<file path="src/pcs_consts.svh">
/*
 * Offsets, field positions, reset values and fixed identity values for the
 * bridge configuration header status slice.
 * Assumes inclusion by bare name from the status module and the testbench.
 */
`ifndef PCS_CONSTS_SVH
`define PCS_CONSTS_SVH

// ****************************************************************
// Register offsets (byte addresses) and dword indices in configuration space
// ****************************************************************
`define PCS_OFF_STATUS      8'h06
`define PCS_OFF_REVISION    8'h08
`define PCS_OFF_CLASS       8'h09
`define PCS_OFF_HEADER      8'h0e
`define PCS_DWORD_STATUS    6'h01
`define PCS_DWORD_REVCLASS  6'h02
`define PCS_DWORD_HEADER    6'h03

// ****************************************************************
// Status field positions and values
// ****************************************************************
`define PCS_BIT_SERR_SIG    14
`define PCS_BIT_MABORT_RCV  13
`define PCS_BIT_TABORT_RCV  12
`define PCS_BIT_TABORT_SIG  11
`define PCS_STATUS_RESET    16'h0200
`define PCS_DECODE_MEDIUM   2'h1

// ****************************************************************
// Fixed register values
// ****************************************************************
`define PCS_CLASS_CODE      24'h06_0100
`define PCS_HEADER_TYPE     8'h00
// Arbitrary neutral revision value.
`define PCS_REVISION_ID     8'h5a

`endif

</file>
<file path="src/pcs_pkg.sv">
/*
 * Types shared by the status slice modules.
 * Assumes pcs_consts.svh sits in the same folder.
 */
package pcs_pkg;
    // Configuration request from the PCI target engine.
    typedef struct packed {
        logic        rd;
        logic        wr;
        logic [5:0]  dword;
        logic [3:0]  byte_en;
        logic [31:0] wdata;
    } pcs_cfg_req_type;

    // Hardware events that set sticky status flags.
    typedef struct packed {
        logic serr_sig;
        logic mabort_rcv;
        logic tabort_rcv;
        logic tabort_sig;
    } pcs_event_type;

    typedef enum logic [1:0] {PCS_IDLE, PCS_POS_CLAIM, PCS_SUB_CLAIM} pcs_claim_type;
endpackage

</file>
<file path="src/pcs_status_regs.sv">
/*
 * Configuration header status, revision, class code and header type.
 * Assumes the PCI target engine presents decoded dword configuration cycles,
 * one-cycle event pulses from the bridge logic, and an external PCI reset pin.
 */
// Summary of operation
// - Status flags set only by hardware events, never by software writes.
// - Bit 14 sets when the system error line is driven.
// - Bit 13 sets on master abort received; write one clears.
// - Bit 12 sets on target abort received; write one clears.
// - Bit 11 sets on target abort signalled; write one clears.
// - Bits 10:9 always read 01b, medium decode; writes ignored.
// - Claim configuration positively; others subtractively, qualified by isa target indication.
// - Bits 15, 8, 7, 5 read zero; no parity checking.
// - Bit 6 reads zero; 33 MHz maximum.
// - Revision register returns fixed 8-bit value, ignores writes.
// - Class code always reads 060100h.
// - Class code writes accepted but leave contents unchanged.
// - Header type reads 00h: single function, layout 00.
// - Byte, word, dword accesses; little-endian byte ordering.
// - PCI reset returns all registers to defaults, clearing flags unless an event sets one in the same cycle.
`timescale 1ns/1ns
`include "pcs_consts.svh"
module pcs_status_regs
    import pcs_pkg::*;
(
    input  wire logic            i_mclk,
    input  wire logic            i_reset_n,
    input  wire logic            i_ce,
    input  wire logic            i_pci_reset_input_n,
    input  wire pcs_cfg_req_type i_cfg,
    input  wire logic            i_cfg_cycle,
    input  wire logic            i_other_cycle,
    input  wire logic            i_isa_target_indication,
    input  wire pcs_event_type   i_event,
    output logic [31:0]          o_rdata,
    output logic                 o_ack,
    output logic                 o_claim_positive,
    output logic                 o_claim_subtractive
);

    // ****************************************************************
    // Reset pin and ISA target indication synchronisers
    // ****************************************************************
    logic       rst_meta_n;
    logic       rst_sync_n;
    logic       isa_meta;
    logic       isa_sync;

    // The pin is external, so it passes two flops before any use.
    always_ff @(posedge i_mclk or negedge i_reset_n) begin
        if (!i_reset_n) begin
            rst_meta_n <= 1'b0;
            rst_sync_n <= 1'b0;
            isa_meta   <= 1'b0;
            isa_sync   <= 1'b0;
        end else if (i_ce) begin
            rst_meta_n <= i_pci_reset_input_n;
            rst_sync_n <= rst_meta_n;
            isa_meta   <= i_isa_target_indication;
            isa_sync   <= isa_meta;
        end
    end

    // ****************************************************************
    // Sticky status flags
    // ****************************************************************
    logic [15:0] status_rd;
    logic        wr_status_hi;
    logic        flag_serr;
    logic        flag_mabort;
    logic        flag_tabort_rcv;
    logic        flag_tabort_sig;

    // Byte 07h is lane 3 of dword 1, little-endian.
    assign wr_status_hi = i_cfg.wr && i_cfg.byte_en[3]
                          && (i_cfg.dword == `PCS_DWORD_STATUS);

    // Clear only on a write of one; PCI reset clears flags unless an event sets one in that cycle.
    pcs_flag u_flag_serr (
        .i_mclk    (i_mclk),
        .i_reset_n (i_reset_n),
        .i_ce      (i_ce),
        .i_set     (i_event.serr_sig),
        .i_clear   (!rst_sync_n || (wr_status_hi && i_cfg.wdata[16 + `PCS_BIT_SERR_SIG])),
        .o_flag    (flag_serr)
    );
    pcs_flag u_flag_mabort (
        .i_mclk    (i_mclk),
        .i_reset_n (i_reset_n),
        .i_ce      (i_ce),
        .i_set     (i_event.mabort_rcv),
        .i_clear   (!rst_sync_n || (wr_status_hi && i_cfg.wdata[16 + `PCS_BIT_MABORT_RCV])),
        .o_flag    (flag_mabort)
    );
    pcs_flag u_flag_tabort_rcv (
        .i_mclk    (i_mclk),
        .i_reset_n (i_reset_n),
        .i_ce      (i_ce),
        .i_set     (i_event.tabort_rcv),
        .i_clear   (!rst_sync_n || (wr_status_hi && i_cfg.wdata[16 + `PCS_BIT_TABORT_RCV])),
        .o_flag    (flag_tabort_rcv)
    );
    pcs_flag u_flag_tabort_sig (
        .i_mclk    (i_mclk),
        .i_reset_n (i_reset_n),
        .i_ce      (i_ce),
        .i_set     (i_event.tabort_sig),
        .i_clear   (!rst_sync_n || (wr_status_hi && i_cfg.wdata[16 + `PCS_BIT_TABORT_SIG])),
        .o_flag    (flag_tabort_sig)
    );

    // Hardwired zeros cover parity, fast b2b, 66 MHz, user features, reserved.
    always_comb begin
        status_rd       = 16'h0000;
        status_rd[10:9] = `PCS_DECODE_MEDIUM;
        status_rd[`PCS_BIT_SERR_SIG]   = flag_serr;
        status_rd[`PCS_BIT_MABORT_RCV] = flag_mabort;
        status_rd[`PCS_BIT_TABORT_RCV] = flag_tabort_rcv;
        status_rd[`PCS_BIT_TABORT_SIG] = flag_tabort_sig;
    end

    // ****************************************************************
    // Read data and acknowledge
    // ****************************************************************
    logic [31:0] next_rdata;

    // Writes to read-only dwords are acknowledged and discarded.
    always_comb begin
        next_rdata = 32'h0000_0000;
        case (i_cfg.dword)
            `PCS_DWORD_STATUS:   next_rdata = {status_rd, 16'h0000};
            `PCS_DWORD_REVCLASS: next_rdata = {`PCS_CLASS_CODE, `PCS_REVISION_ID};
            `PCS_DWORD_HEADER:   next_rdata = {8'h00, `PCS_HEADER_TYPE, 16'h0000};
            default:             next_rdata = 32'h0000_0000;
        endcase
    end

    // Unselected byte lanes read zero so narrow reads see only their bytes.
    always_ff @(posedge i_mclk or negedge i_reset_n) begin
        if (!i_reset_n) begin
            o_rdata <= 32'h0000_0000;
            o_ack   <= 1'b0;
        end else if (i_ce) begin
            o_ack <= i_cfg.rd || i_cfg.wr;
            if (i_cfg.rd) begin
                o_rdata <= next_rdata & {{8{i_cfg.byte_en[3]}}, {8{i_cfg.byte_en[2]}},
                                         {8{i_cfg.byte_en[1]}}, {8{i_cfg.byte_en[0]}}};
            end
        end
    end

    // ****************************************************************
    // Decode claim
    // ****************************************************************
    pcs_claim_type claim;

    // Config cycles claim positively; others only when the companion says ISA.
    always_ff @(posedge i_mclk or negedge i_reset_n) begin
        if (!i_reset_n) begin
            claim <= PCS_IDLE;
        end else if (i_ce) begin
            if (i_cfg_cycle) begin
                claim <= PCS_POS_CLAIM;
            end else if (i_other_cycle && isa_sync) begin
                claim <= PCS_SUB_CLAIM;
            end else begin
                claim <= PCS_IDLE;
            end
        end
    end

    always_ff @(posedge i_mclk or negedge i_reset_n) begin
        if (!i_reset_n) begin
            o_claim_positive    <= 1'b0;
            o_claim_subtractive <= 1'b0;
        end else if (i_ce) begin
            case (claim)
                PCS_POS_CLAIM: begin
                    o_claim_positive    <= 1'b1;
                    o_claim_subtractive <= 1'b0;
                end
                PCS_SUB_CLAIM: begin
                    o_claim_positive    <= 1'b0;
                    o_claim_subtractive <= 1'b1;
                end
                default: begin
                    o_claim_positive    <= 1'b0;
                    o_claim_subtractive <= 1'b0;
                end
            endcase
        end
    end
endmodule

</file>
<file path="src/pcs_flag.sv">
/*
 * One sticky write-one-to-clear status flag.
 * Assumes event and clear inputs are synchronous to i_mclk.
 */
`timescale 1ns/1ns
module pcs_flag (
    input  wire logic i_mclk,
    input  wire logic i_reset_n,
    input  wire logic i_ce,
    input  wire logic i_set,
    input  wire logic i_clear,
    output logic      o_flag
);
    // Set wins over clear so an event in the clear cycle is kept.
    always_ff @(posedge i_mclk or negedge i_reset_n) begin
        if (!i_reset_n) begin
            o_flag <= 1'b0;
        end else if (i_ce) begin
            if (i_set) begin
                o_flag <= 1'b1;
            end else if (i_clear) begin
                o_flag <= 1'b0;
            end
        end
    end
endmodule

</file>
<file path="config.mk">
export PLATFORM = sky130hd
export DESIGN_NAME = pcs_status_regs
export DESIGN_NICKNAME = d
export VERILOG_FILES = /design/src/pcs_pkg.sv /design/src/pcs_status_regs.sv /design/src/pcs_flag.sv
export VERILOG_INCLUDE_DIRS = /design/src
export SDC_FILE = /design/constraint.sdc
export NUM_CORES = 1
export LEC_CHECK = 0
export BUFFER_PORTS_ARGS = -buffer_cell sky130_fd_sc_hd__buf_2
export CORE_ASPECT_RATIO = 1.4
export CORE_MARGIN = 3
export CORE_UTILIZATION = 40
export CTS_BUF_LIST = sky130_fd_sc_hd__clkbuf_8
export CTS_CLUSTER_DIAMETER = 50
export DETAILED_ROUTE_END_ITERATION = 10
export PLACE_DENSITY = 0.87
export SYNTH_ARGS = -nofsm -noshare
export SYNTH_HDL_FRONTEND = slang
export SYNTH_HIERARCHICAL = 1
export SYNTH_SLANG_ARGS = --single-unit
</file>
<file path="constraint.sdc">
create_clock -name i_mclk -period 0.89 [get_ports i_mclk]
set_input_delay 0.089 -clock i_mclk [delete_from_list [all_inputs] [get_ports i_mclk]]
set_output_delay 0.089 -clock i_mclk [all_outputs]
set_load 0.01 [all_outputs]
</file>
==> results of run 1 <==
per-stage QoR:
stage | area, µm² | power, µW | setup slack [ps]
2_1_floorplan | 1230 | 1350 | -438
3_3_place_gp | 1330 | 1430 | -469
3_5_place_dp | 1330 | 1440 | -546
4_1_cts | 1410 | 2060 | -212
5_1_grt | 1470 | 2180 | -262
6_report | 1470 | 2080 | -236
registers in the layout, summed over array words and instances (netlist names):
signal and cells:
o_ack 1, u_flag_mabort/o_flag 1, rst_meta_n 1, u_flag_tabort_sig/o_flag 1, o_rdata 8, o_claim_subtractive 1, isa_meta 1, claim 2
u_flag_tabort_rcv/o_flag 1, u_flag_serr/o_flag 1, rst_sync_n 1, isa_sync 1, o_claim_positive 1
layout by cell type (no fill, tap or decap):
cell type and count:
a22o_1 4, nand4b_1 2, o32ai_2 3, o32ai_1 1
mux2_2 5, dfrtp_1 21, or4_4 1, a31o_2 1
conb_1 21, o31ai_1 3, clkinv_2 1, buf_12 1
o21ai_0 1, a21oi_1 1, clkbuf_8 3, buf_4 8
xnor2_1 1, nor2b_1 1, nand2_1 5, dlygate4sd3_1 1
o31ai_2 3, o22ai_1 1, nand3_1 7, o31ai_4 2
nand2b_1 1, a21bo_2 4, nand3b_1 1, and2_1 1
buf_6 2, inv_1 10, nor2_1 2, buf_2 37
final timing paths:
path	endpoint	cells after the start
setup / recovery	u_flag_tabort_rcv/o_flag	5
hold / removal	u_flag_tabort_rcv/o_flag	2
setup reg to reg	u_flag_tabort_sig/o_flag	3
hold reg to reg	o_claim_subtractive	1
max in group asynchronous	o_rdata[28]	2
min in group asynchronous	o_rdata[25]	2
what timing repair did:
item	in CTS	in global routing
hold buffers	1	0
setup endpoints to repair	17	20
hold endpoints to repair	21	0
gates cloned	0	0
buffers inserted	0	1
gates resized for setup	4	8
power by group through the flow:
stage	logic, µW	registers [µW]	clock network, µW
floorplan	265	1090	0
global placement	341	1090	0
detailed placement	350	1090	0
CTS	364	1080	621
global route	430	1100	653
finish	391	1090	607
layer usage:
layer  vias up  GRT usage  wire length (µm)
met3         4     0.0237               200
li1        433          -                 -
met5         -          0                 0
met1       407      0.163               999
met4         0     0.0612                37
met2        49      0.207              1200
critical path, stage by stage:
cell and delay (ps):
buf_6 90, or4_4 600, o31ai_4 250, nand2_1 70, a22o_1 180
logic make-up (layout without fill, tap and decap cells):
kind of cell / after synthesis / after routing / share of synthesized area
buffers and inverters: 39 / 63 / 0.213
AOI/OAI and AO/OA: 24 / 24 / 0.170
DFF: 21 / 21 / 0.457
and+or+nand+nor: 21 / 21 / 0.101
muxes: 5 / 5 / 0.0489
other: 1 / 21 / 0.00326
xor gates and xnor gates: 1 / 1 / 0.00761
area by class of cell:
| class | count | area (µm²) |
|---|---|---|
| clock inverter | 1 | 5.00 |
| timing repair buffer | 49 | 298 |
| fill | 252 | 1220 |
| inverter | 10 | 37.5 |
| sequential | 21 | 526 |
| tap | 36 | 45.0 |
| multi-input combinational | 72 | 520 |
| clock buffer | 3 | 41.3 |
==> metrics.md, run 1 <==
| Metric | Value |
|---|---|
| Mean Syn Cell Area | `10.3 µm²` |
| Slew Limit Fails | `0` |
| Dpl hpwl | `1820 µm` |
| Yosys Warn Count | `6` |
| Peak VDD IR | `0.000746 V` |
| Gate power share | `0.188` |
| Antenna viol nets, final | `0` |
| Switching power | `553 µW` |
| Clk root buf | `clkbuf_8` |
| Share of layout cells above drive strength 1 | `0.455` |
| Tmin final | `1130 ps` |
| Largest cells by area after synthesis | `dfrtp_1 46%, buf_4 16%, o31ai_1 5.2%` |
| Hold Startpoint | `i_event[1]` |
| Pleak | `0.000738 µW` |
| Detailed Route Iter0 Violations | `18` |
| Hold Slack | `59.7 ps` |
| Routed WL | `2430 µm` |
| Failing checks | `negative setup slack` |
| Cells after synthesis | `112` |
| Status | `finished with violations` |
| Area leader, netlist | `dfrtp_1` |
| RD Place Congestion | `0.739` |
| Area Growth Syn to Fin | `27.9%` |
| Int Power | `1530 µW` |
| CP Capture Type | `register` |
| # DRC | `0` |
| Chip height | `69.5 µm` |
| Maximum clock frequency | `0.888 GHz` |
| Synth Register Bits | `21` |
| Grt total ovfl | `0` |
| Initial core utilization | `0.427` |
| CP required | `1040 ps` |
| Reg-to-reg critical path startpoint | `rst_sync_n` |
| Seq/Total Area, Yosys | `0.457` |
| Port bufs | `39` |
| Final worst setup slack | `-236 ps` |
| Number of synthesized flops with an enable pin | `0` |
| Setup_tns | `-2380 ps` |
| Critical Path AT | `1280 ps` |
| # diodes | `0` |
| Switch share | `0.266` |
| Critical Path Start | `i_cfg[41]` |
| Largest net degree at the start of global routing | `27` |
| RSZ-0062 raised after global routing | `true` |
| Total of max-cap violations | `0` |
| Netlist cell types | `26` |
| Layout Cells excl Fill | `192` |
| # setup viols final | `17` |
| Io pins | `90` |
| Reg2reg setup slack | `-80 ps` |
| Vias in the first global route | `813` |
| CTS tree | `built` |
| Asr flop ratio synth | `1.00` |
| Flop pwr share | `0.521` |
| Gr usage total | `0.128` |
| First-pass GRT wire length | `3490 µm` |
| Period utilization | `1.26` |
| Initial antenna violation count | `0` |
| H-tree Lvls | `1` |
| CP Launch Type | `primary input` |
| Prevailing post-synth register cell | `dfrtp_1` |
| Count leader, synth | `buf_4` |
| PwrDens | `1420 nW/µm²` |
| Final hold violations | `0` |
| Clock transition at path regs | `80 ps` |
| Vias | `893` |
| Pre-Repair DR Iteration Count | `4` |
| Avg WL per Cell | `12.7 µm` |
| Top cell type's share of synthesized area | `0.457` |
| Post-Syn Area | `1150 µm²` |
| Clk pwr share | `0.291` |
| Kind of critical path | `primary input to register` |
| Cts bufs inserted | `3` |
| Crit path max fanout | `5` |
| Clock sink count | `21` |
| Vias/cell | `4.65` |
| Synth cell count leaders | `24 x buf_4, 21 x dfrtp_1, 10 x inv_1, 8 x o31ai_1, 7 x nand3_1` |
| Final Skew | `6.30 ps` |
| Nets@finish | `212` |
| Die Wd | `51.3 µm` |
| Min-Delay Path Class | `primary input to register` |
| Fin util | `0.546` |
| Clk buf depth | `2` |
| Core area | `2700 µm²` |
| Row cnt | `22` |
| Placed cell count | `186` |
| Die area | `3570 µm²` |
| Clock Latency Late Sink | `260 ps` |
No activity file was read; power rests on OpenSTA's default activity.
==> run 2, diff against run 1 <==
--- a/config.mk
+++ b/config.mk
@@ -7,13 +7,15 @@
 export NUM_CORES = 1
 export LEC_CHECK = 0
 export BUFFER_PORTS_ARGS = -buffer_cell sky130_fd_sc_hd__buf_2
+export CELL_PAD_IN_SITES_DETAIL_PLACEMENT = 1
+export CELL_PAD_IN_SITES_GLOBAL_PLACEMENT = 2
 export CORE_ASPECT_RATIO = 1.4
 export CORE_MARGIN = 3
-export CORE_UTILIZATION = 40
+export CORE_UTILIZATION = 21
 export CTS_BUF_LIST = sky130_fd_sc_hd__clkbuf_8
 export CTS_CLUSTER_DIAMETER = 50
 export DETAILED_ROUTE_END_ITERATION = 10
-export PLACE_DENSITY = 0.87
+export PLACE_DENSITY = 0.86
 export SYNTH_ARGS = -nofsm -noshare
 export SYNTH_HDL_FRONTEND = slang
 export SYNTH_HIERARCHICAL = 1
==> constraint.sdc (replaced) <==
create_clock -name i_mclk -period 0.89 [get_ports i_mclk]
set_input_delay 0.089 -clock i_mclk [delete_from_list [all_inputs] [get_ports i_mclk]]
set_output_delay 0.089 -clock i_mclk [all_outputs]
set_load 0.005 [all_outputs]
==> metrics.md, run 2 (synthesis results as in run 1) <==
| Metric | Value |
|---|---|
| Clk pwr share | `0.299 (was 0.291)` |
| Share of layout cells above drive strength 1 | `0.481 (was 0.455)` |
| Final hold violations | `0 (unchanged)` |
| CP Capture Type | `register (unchanged)` |
| Switch share | `0.260 (was 0.266)` |
| Vias/cell | `4.15 (was 4.65)` |
| Tot Pwr | `2060 µW (was 2080 µW)` |
| Int Power | `1520 µW (was 1530 µW)` |
| Tmin final | `1120 ps (was 1130 ps)` |
| Setup_tns | `-2090 ps (was -2380 ps)` |
| Initial core utilization | `0.220 (was 0.427)` |
| # DRC | `0 (unchanged)` |
| Pre-Repair DR Iteration Count | `4 (unchanged)` |
| Cts bufs inserted | `3 (unchanged)` |
| Clock Latency Late Sink | `260 ps (about the same)` |
| Largest register FFs | `8 (unchanged)` |
| Dpl hpwl | `2320 µm (was 1820 µm)` |
| Detailed Route Iter0 Violations | `20 (was 18)` |
| CP required | `1040 ps (about the same)` |
| Avg WL per Cell | `12.9 µm (was 12.7 µm)` |
| CP peak stage delay | `600 ps (about the same)` |
| Failing checks | `negative setup slack (unchanged)` |
| Final worst setup slack | `-227 ps (was -236 ps)` |
| Slowest cell on crit path | `or4_4 (unchanged)` |
| Crit path max fanout | `5 (unchanged)` |
| Chip height | `93.6 µm (was 69.5 µm)` |
| Die area | `6420 µm² (was 3570 µm²)` |
| Io pins | `90 (unchanged)` |
| Die Wd | `68.6 µm (was 51.3 µm)` |
| Row cnt | `31 (was 22)` |
| Slew Limit Fails | `0 (unchanged)` |
| Gr usage total | `0.0935 (was 0.128)` |
| H-tree Lvls | `1 (unchanged)` |
| Clk root buf | `clkbuf_8 (unchanged)` |
| Fillers | `620 (was 252)` |
| Final Skew | `2.22 ps (was 6.30 ps)` |
| Critical Path AT | `1270 ps (was 1280 ps)` |
| Grt total ovfl | `0 (unchanged)` |
| Regs by FF count | `o_rdata (8), claim (2) (unchanged)` |
| Clock transition at path regs | `80 ps (about the same)` |
| Kind of critical path | `primary input to register (unchanged)` |
| First-pass GRT wire length | `4530 µm (was 3490 µm)` |
| Reg with most FFs | `o_rdata (unchanged)` |
| Fin util | `0.289 (was 0.546)` |
| Pleak | `0.000745 µW (was 0.000738 µW)` |
| Largest net degree at the start of global routing | `22 (was 27)` |
| Min-Delay Path Class | `primary input to register (unchanged)` |
| # setup viols final | `16 (was 17)` |
| Commonest non-fill, non-tap cell in the layout | `buf_2 (unchanged)` |
| # diodes | `0 (unchanged)` |
| Peak VDD IR | `0.000484 V (was 0.000746 V)` |
| Nets@finish | `214 (was 212)` |
| Vias in the first global route | `974 (was 813)` |
| Routed WL | `2900 µm (was 2430 µm)` |
| Clk buf depth | `2 (unchanged)` |
| CP Launch Type | `primary input (unchanged)` |
| RSZ-0062 raised after global routing | `true (unchanged)` |
| Maximum clock frequency | `0.896 GHz (was 0.888 GHz)` |
| Antenna viol nets, final | `0 (unchanged)` |
| RD Place Congestion | `0.698 (was 0.739)` |
| Period utilization | `1.25 (was 1.26)` |
| CTS tree | `built (unchanged)` |
| Area Growth Syn to Fin | `31.4% (was 27.9%)` |
| Vias | `929 (was 893)` |
| Initial antenna violation count | `0 (unchanged)` |
| Clock sink count | `21 (unchanged)` |
| Status | `finished with violations (unchanged)` |
| Port bufs | `39 (unchanged)` |
| PwrDens | `1360 nW/µm² (was 1420 nW/µm²)` |
| Hold Slack | `51.8 ps (was 59.7 ps)` |
| Flop pwr share | `0.527 (was 0.521)` |
| Gate power share | `0.174 (was 0.188)` |
| Core area | `5240 µm² (was 2700 µm²)` |
| Most frequent cells in the layout | `38 x buf_2, 21 x conb_1, 20 x dfrtp_1 (was 37 x buf_2, 21 x conb_1, 21 x dfrtp_1)` |
| Total of max-cap violations | `0 (unchanged)` |
| Switching power | `535 µW (was 553 µW)` |
| CP cell instances | `buf_6, or4_4, o31ai_2, nand2_1, a22o_1 (was buf_6, or4_4, o31ai_4, nand2_1, a22o_1)` |
[run 2: changes by cell type in the layout (fill, tap and decap cells not counted)]
cell / previous run / this run
o31ai_4: 2 / 1
buf_12: 1 / 0
buf_4: 8 / 10
dfrtp_2: 0 / 1
dfrtp_1: 21 / 20
o31ai_1: 3 / 1
buf_2: 37 / 38
o31ai_2: 3 / 6
[run 2: metrics by stage]
stage	setup WS [ps]	area, µm²	instances
2_1_floorplan	-438	1230	132
3_3_place_gp	-492	1370	218
3_5_place_dp	-508	1370	218
4_1_cts	-225	1500	224
5_1_grt	-270	1510	224
6_report	-227	1510	224
[run 2: layout make-up]
type                            instances  area [µm²]  share of cell area
Clock buffer                            3        41.3              0.0273
Timing Repair Buffer                   51         298               0.197
Multi-Input combinational cell         72         522               0.345
Tap cell                               66        82.6              0.0546
Clock inverter                          1        5.00             0.00331
Inverter                               10        37.5              0.0248
Sequential cell                        21         527               0.348
[run 2: worst paths after layout]
kind                            startpoint                  endpoint  slack [ps]  cells after the start
min in group asynchronous        i_reset_n                o_rdata[6]         320                      2
worst min-delay path            i_event[0]  u_flag_tabort_sig/o_flag          50                      2
worst min register to register    claim[0]       o_claim_subtractive         490                      1
max in group asynchronous        i_reset_n                rst_sync_n         210                      2
worst max-delay path             i_cfg[41]  u_flag_tabort_sig/o_flag        -230                      5
worst max register to register  rst_sync_n  u_flag_tabort_sig/o_flag         -20                      3
[run 2: worst max-delay path: cells and delay by family]
family | cells | cell delay, ps
simple gates | 2 | 680
buf+inv | 1 | 90
compound gates | 2 | 420
[run 2: power groups by stage]
stage	registers [µW]	logic [µW]	clock network (µW)
floorplan	1080	244	0
global placement	1090	322	0
detailed placement	1100	334	0
CTS	1080	362	647
global route	1090	406	682
finish	1080	359	614
[run 2: repair_timing]
action | CTS | global route
gates resized for setup | 12 | 2
setup buffers | 1 | 0
pin swaps | 1 | 0
hold endpoints to repair | 21 | 0
setup endpoints to repair | 16 | 21
hold buffers | 1 | 0
[run 2: per-layer routing]
| layer | share of wire | GRT usage | vias up | routed length (µm) |
|---|---|---|---|---|
| met5 | 0 | 0 | - | 0 |
| met4 | 0.018 | 0.0448 | 0 | 53 |
| met3 | 0.088 | 0.0120 | 4 | 255 |
| met2 | 0.51 | 0.161 | 47 | 1470 |
| met1 | 0.39 | 0.110 | 444 | 1130 |
| li1 | - | - | 434 | - |
==> run 3, diff against run 2 <==
--- a/config.mk
+++ b/config.mk
@@ -12,7 +12,7 @@
 export CORE_ASPECT_RATIO = 1.4
 export CORE_MARGIN = 3
 export CORE_UTILIZATION = 21
-export CTS_BUF_LIST = sky130_fd_sc_hd__clkbuf_8
+export CTS_BUF_LIST = sky130_fd_sc_hd__clkbuf_2
 export CTS_CLUSTER_DIAMETER = 50
 export DETAILED_ROUTE_END_ITERATION = 10
 export PLACE_DENSITY = 0.86
==> metrics.md, run 3 (synthesis results as in run 1) <==
| Metric | Value |
|---|---|
| Switching power | `530 µW (was 535 µW)` |
| Clock transition at path regs | `200 ps (was 80 ps)` |
| Period utilization | `1.18 (was 1.25)` |
| Dpl hpwl | `2320 µm (unchanged)` |
| Min-Delay Path Class | `primary input to register (unchanged)` |
| Die area | `6420 µm² (unchanged)` |
| Commonest non-fill, non-tap cell in the layout | `buf_2 (unchanged)` |
| Reg with most FFs | `o_rdata (unchanged)` |
| Final Skew | `8.20 ps (was 2.22 ps)` |
| Crit path max fanout | `5 (unchanged)` |
| Share of layout cells above drive strength 1 | `0.470 (was 0.481)` |
| CTS tree | `built (unchanged)` |
| Clock Latency Late Sink | `310 ps (was 260 ps)` |
| Initial core utilization | `0.220 (unchanged)` |
| Final hold violations | `0 (unchanged)` |
| Core area | `5240 µm² (unchanged)` |
| Tot Pwr | `1880 µW (was 2060 µW)` |
| CP Launch Type | `primary input (unchanged)` |
| Clock sink count | `21 (unchanged)` |
| Initial antenna violation count | `0 (unchanged)` |
| Regs by FF count | `o_rdata (8), claim (2) (unchanged)` |
| Vias | `965 (was 929)` |
| # diodes | `0 (unchanged)` |
| First-pass GRT wire length | `4710 µm (was 4530 µm)` |
| Detailed Route Iter0 Violations | `20 (unchanged)` |
| Maximum clock frequency | `0.956 GHz (was 0.896 GHz)` |
| Total of max-cap violations | `0 (unchanged)` |
| CP Capture Type | `register (unchanged)` |
| H-tree Lvls | `1 (unchanged)` |
| Clk buf depth | `2 (unchanged)` |
| Clk root buf | `clkbuf_2 (was clkbuf_8)` |
| Layout Cells excl Fill | `234 (was 224)` |
| Largest net degree at the start of global routing | `22 (unchanged)` |
| CP required | `1120 ps (was 1040 ps)` |
| Slew Limit Fails | `0 (unchanged)` |
| # DRC | `0 (unchanged)` |
| Pleak | `0.000785 µW (was 0.000745 µW)` |
| Area Growth Syn to Fin | `39.1% (was 31.4%)` |
| Antenna viol nets, final | `0 (unchanged)` |
| Status | `finished with violations (unchanged)` |
| Post-Layout Inst Area | `1600 µm² (was 1510 µm²)` |
| Gr usage total | `0.0956 (was 0.0935)` |
| Grt total ovfl | `0 (unchanged)` |
| Switch share | `0.282 (was 0.260)` |
| Io pins | `90 (unchanged)` |
| Largest register FFs | `8 (unchanged)` |
| Area post-placement | `1370 µm² (unchanged)` |
| Avg WL per Cell | `12.7 µm (was 12.9 µm)` |
| RD Place Congestion | `0.698 (unchanged)` |
| Flop pwr share | `0.577 (was 0.527)` |
| Vias in the first global route | `1,021 (was 974)` |
| Port bufs | `39 (unchanged)` |
| Pre-Repair DR Iteration Count | `4 (unchanged)` |
| Nets@finish | `224 (was 214)` |
| Die Wd | `68.6 µm (unchanged)` |
| Vias/cell | `4.12 (was 4.15)` |
| Tmin final | `1050 ps (was 1120 ps)` |
| Cts bufs inserted | `3 (unchanged)` |
| Failing checks | `negative setup slack (unchanged)` |
| RSZ-0062 raised after global routing | `true (unchanged)` |
| Fin util | `0.306 (was 0.289)` |
| Final worst setup slack | `-156 ps (was -227 ps)` |
| Most frequent cells in the layout | `38 x buf_2, 21 x conb_1, 20 x dfrtp_1 (unchanged)` |
| Kind of critical path | `primary input to register (unchanged)` |
| # setup viols final | `25 (was 16)` |
| Routed WL | `2980 µm (was 2900 µm)` |
| Placed cell count | `218 (unchanged)` |
| Chip height | `93.6 µm (unchanged)` |
| Peak VDD IR | `0.000384 V (was 0.000484 V)` |
| Int Power | `1350 µW (was 1520 µW)` |
| PwrDens | `1170 nW/µm² (was 1360 nW/µm²)` |
| Clk pwr share | `0.208 (was 0.299)` |
| Row cnt | `31 (unchanged)` |
| Critical Path AT | `1270 ps (about the same)` |
| Gate power share | `0.215 (was 0.174)` |
==> run 3: cell count changes in the layout (fill, tap and decap cells not counted) <==
cell and delta:
dlygate4sd3_1 +7, clkbuf_2 +3, clkbuf_8 -3, buf_4 +2
a21bo_2 -1, a21bo_4 +1, buf_8 +1, o31ai_2 -1
o31ai_4 +1
==> run 3: worst max-delay path, stage by stage <==
cell	delay (ps)
buf_6	90
or4_4	600
o31ai_2	240
nand2_1	80
a22o_1	180
==> run 3: area by class of cell <==
type	count	area, µm²
Clock buffer	3	15.0
Inverter	10	37.5
Clock inverter	1	5.00
Multi-Input combinational cell	72	537
Timing Repair Buffer	61	398
Sequential cell	21	527
Fill cell	617	3630
Tap cell	66	82.6
==> run 3: what timing repair did <==
action                                  in CTS  in global routing
setup buffers                                2                  2
pin swaps                                    2                  1
hold endpoints to repair                    28                  0
hold buffers                                 8                  0
gates resized for setup                     11                  7
endpoints found under the setup margin      26                 27
==> run 3: routing by layer <==
layer  routed length, µm  global-route usage
met2                1510               0.169
met3                 203             0.00481
met1                1230               0.116
met4                  36              0.0398
met5                   0                   0
==> run 3: worst paths after layout <==
check	start	to	slack, ps	depth (start not counted)
worst min register to register	claim[0]	o_claim_subtractive	500	1
worst max register to register	rst_sync_n	u_flag_tabort_sig/o_flag	-40	3
worst max-delay path	i_cfg[41]	u_flag_tabort_sig/o_flag	-160	5
max in group asynchronous	i_reset_n	rst_sync_n	300	2
worst min-delay path	i_other_cycle	claim[1]	30	3
min in group asynchronous	i_reset_n	u_flag_mabort/o_flag	240	2
==> run 3: power by group through the flow <==
| stage | registers, µW | logic (µW) | clock network (µW) |
|---|---|---|---|
| global placement | 1090 | 322 | 0 |
| finish | 1080 | 405 | 390 |
| detailed placement | 1100 | 334 | 0 |
| floorplan | 1080 | 244 | 0 |
| global route | 1100 | 454 | 448 |
| CTS | 1080 | 388 | 420 |
==> run 3: per-stage QoR <==
stage                     setup WS (ps)  TNS (ps)  hold slack (ps)
after floorplan                    -438     -3080             -207
after global placement             -492     -5170             77.2
after detailed placement           -508     -5640             75.5
after CTS                          -128     -2220             15.4
after global routing               -176     -3040             10.4
final                              -156     -2050             28.9
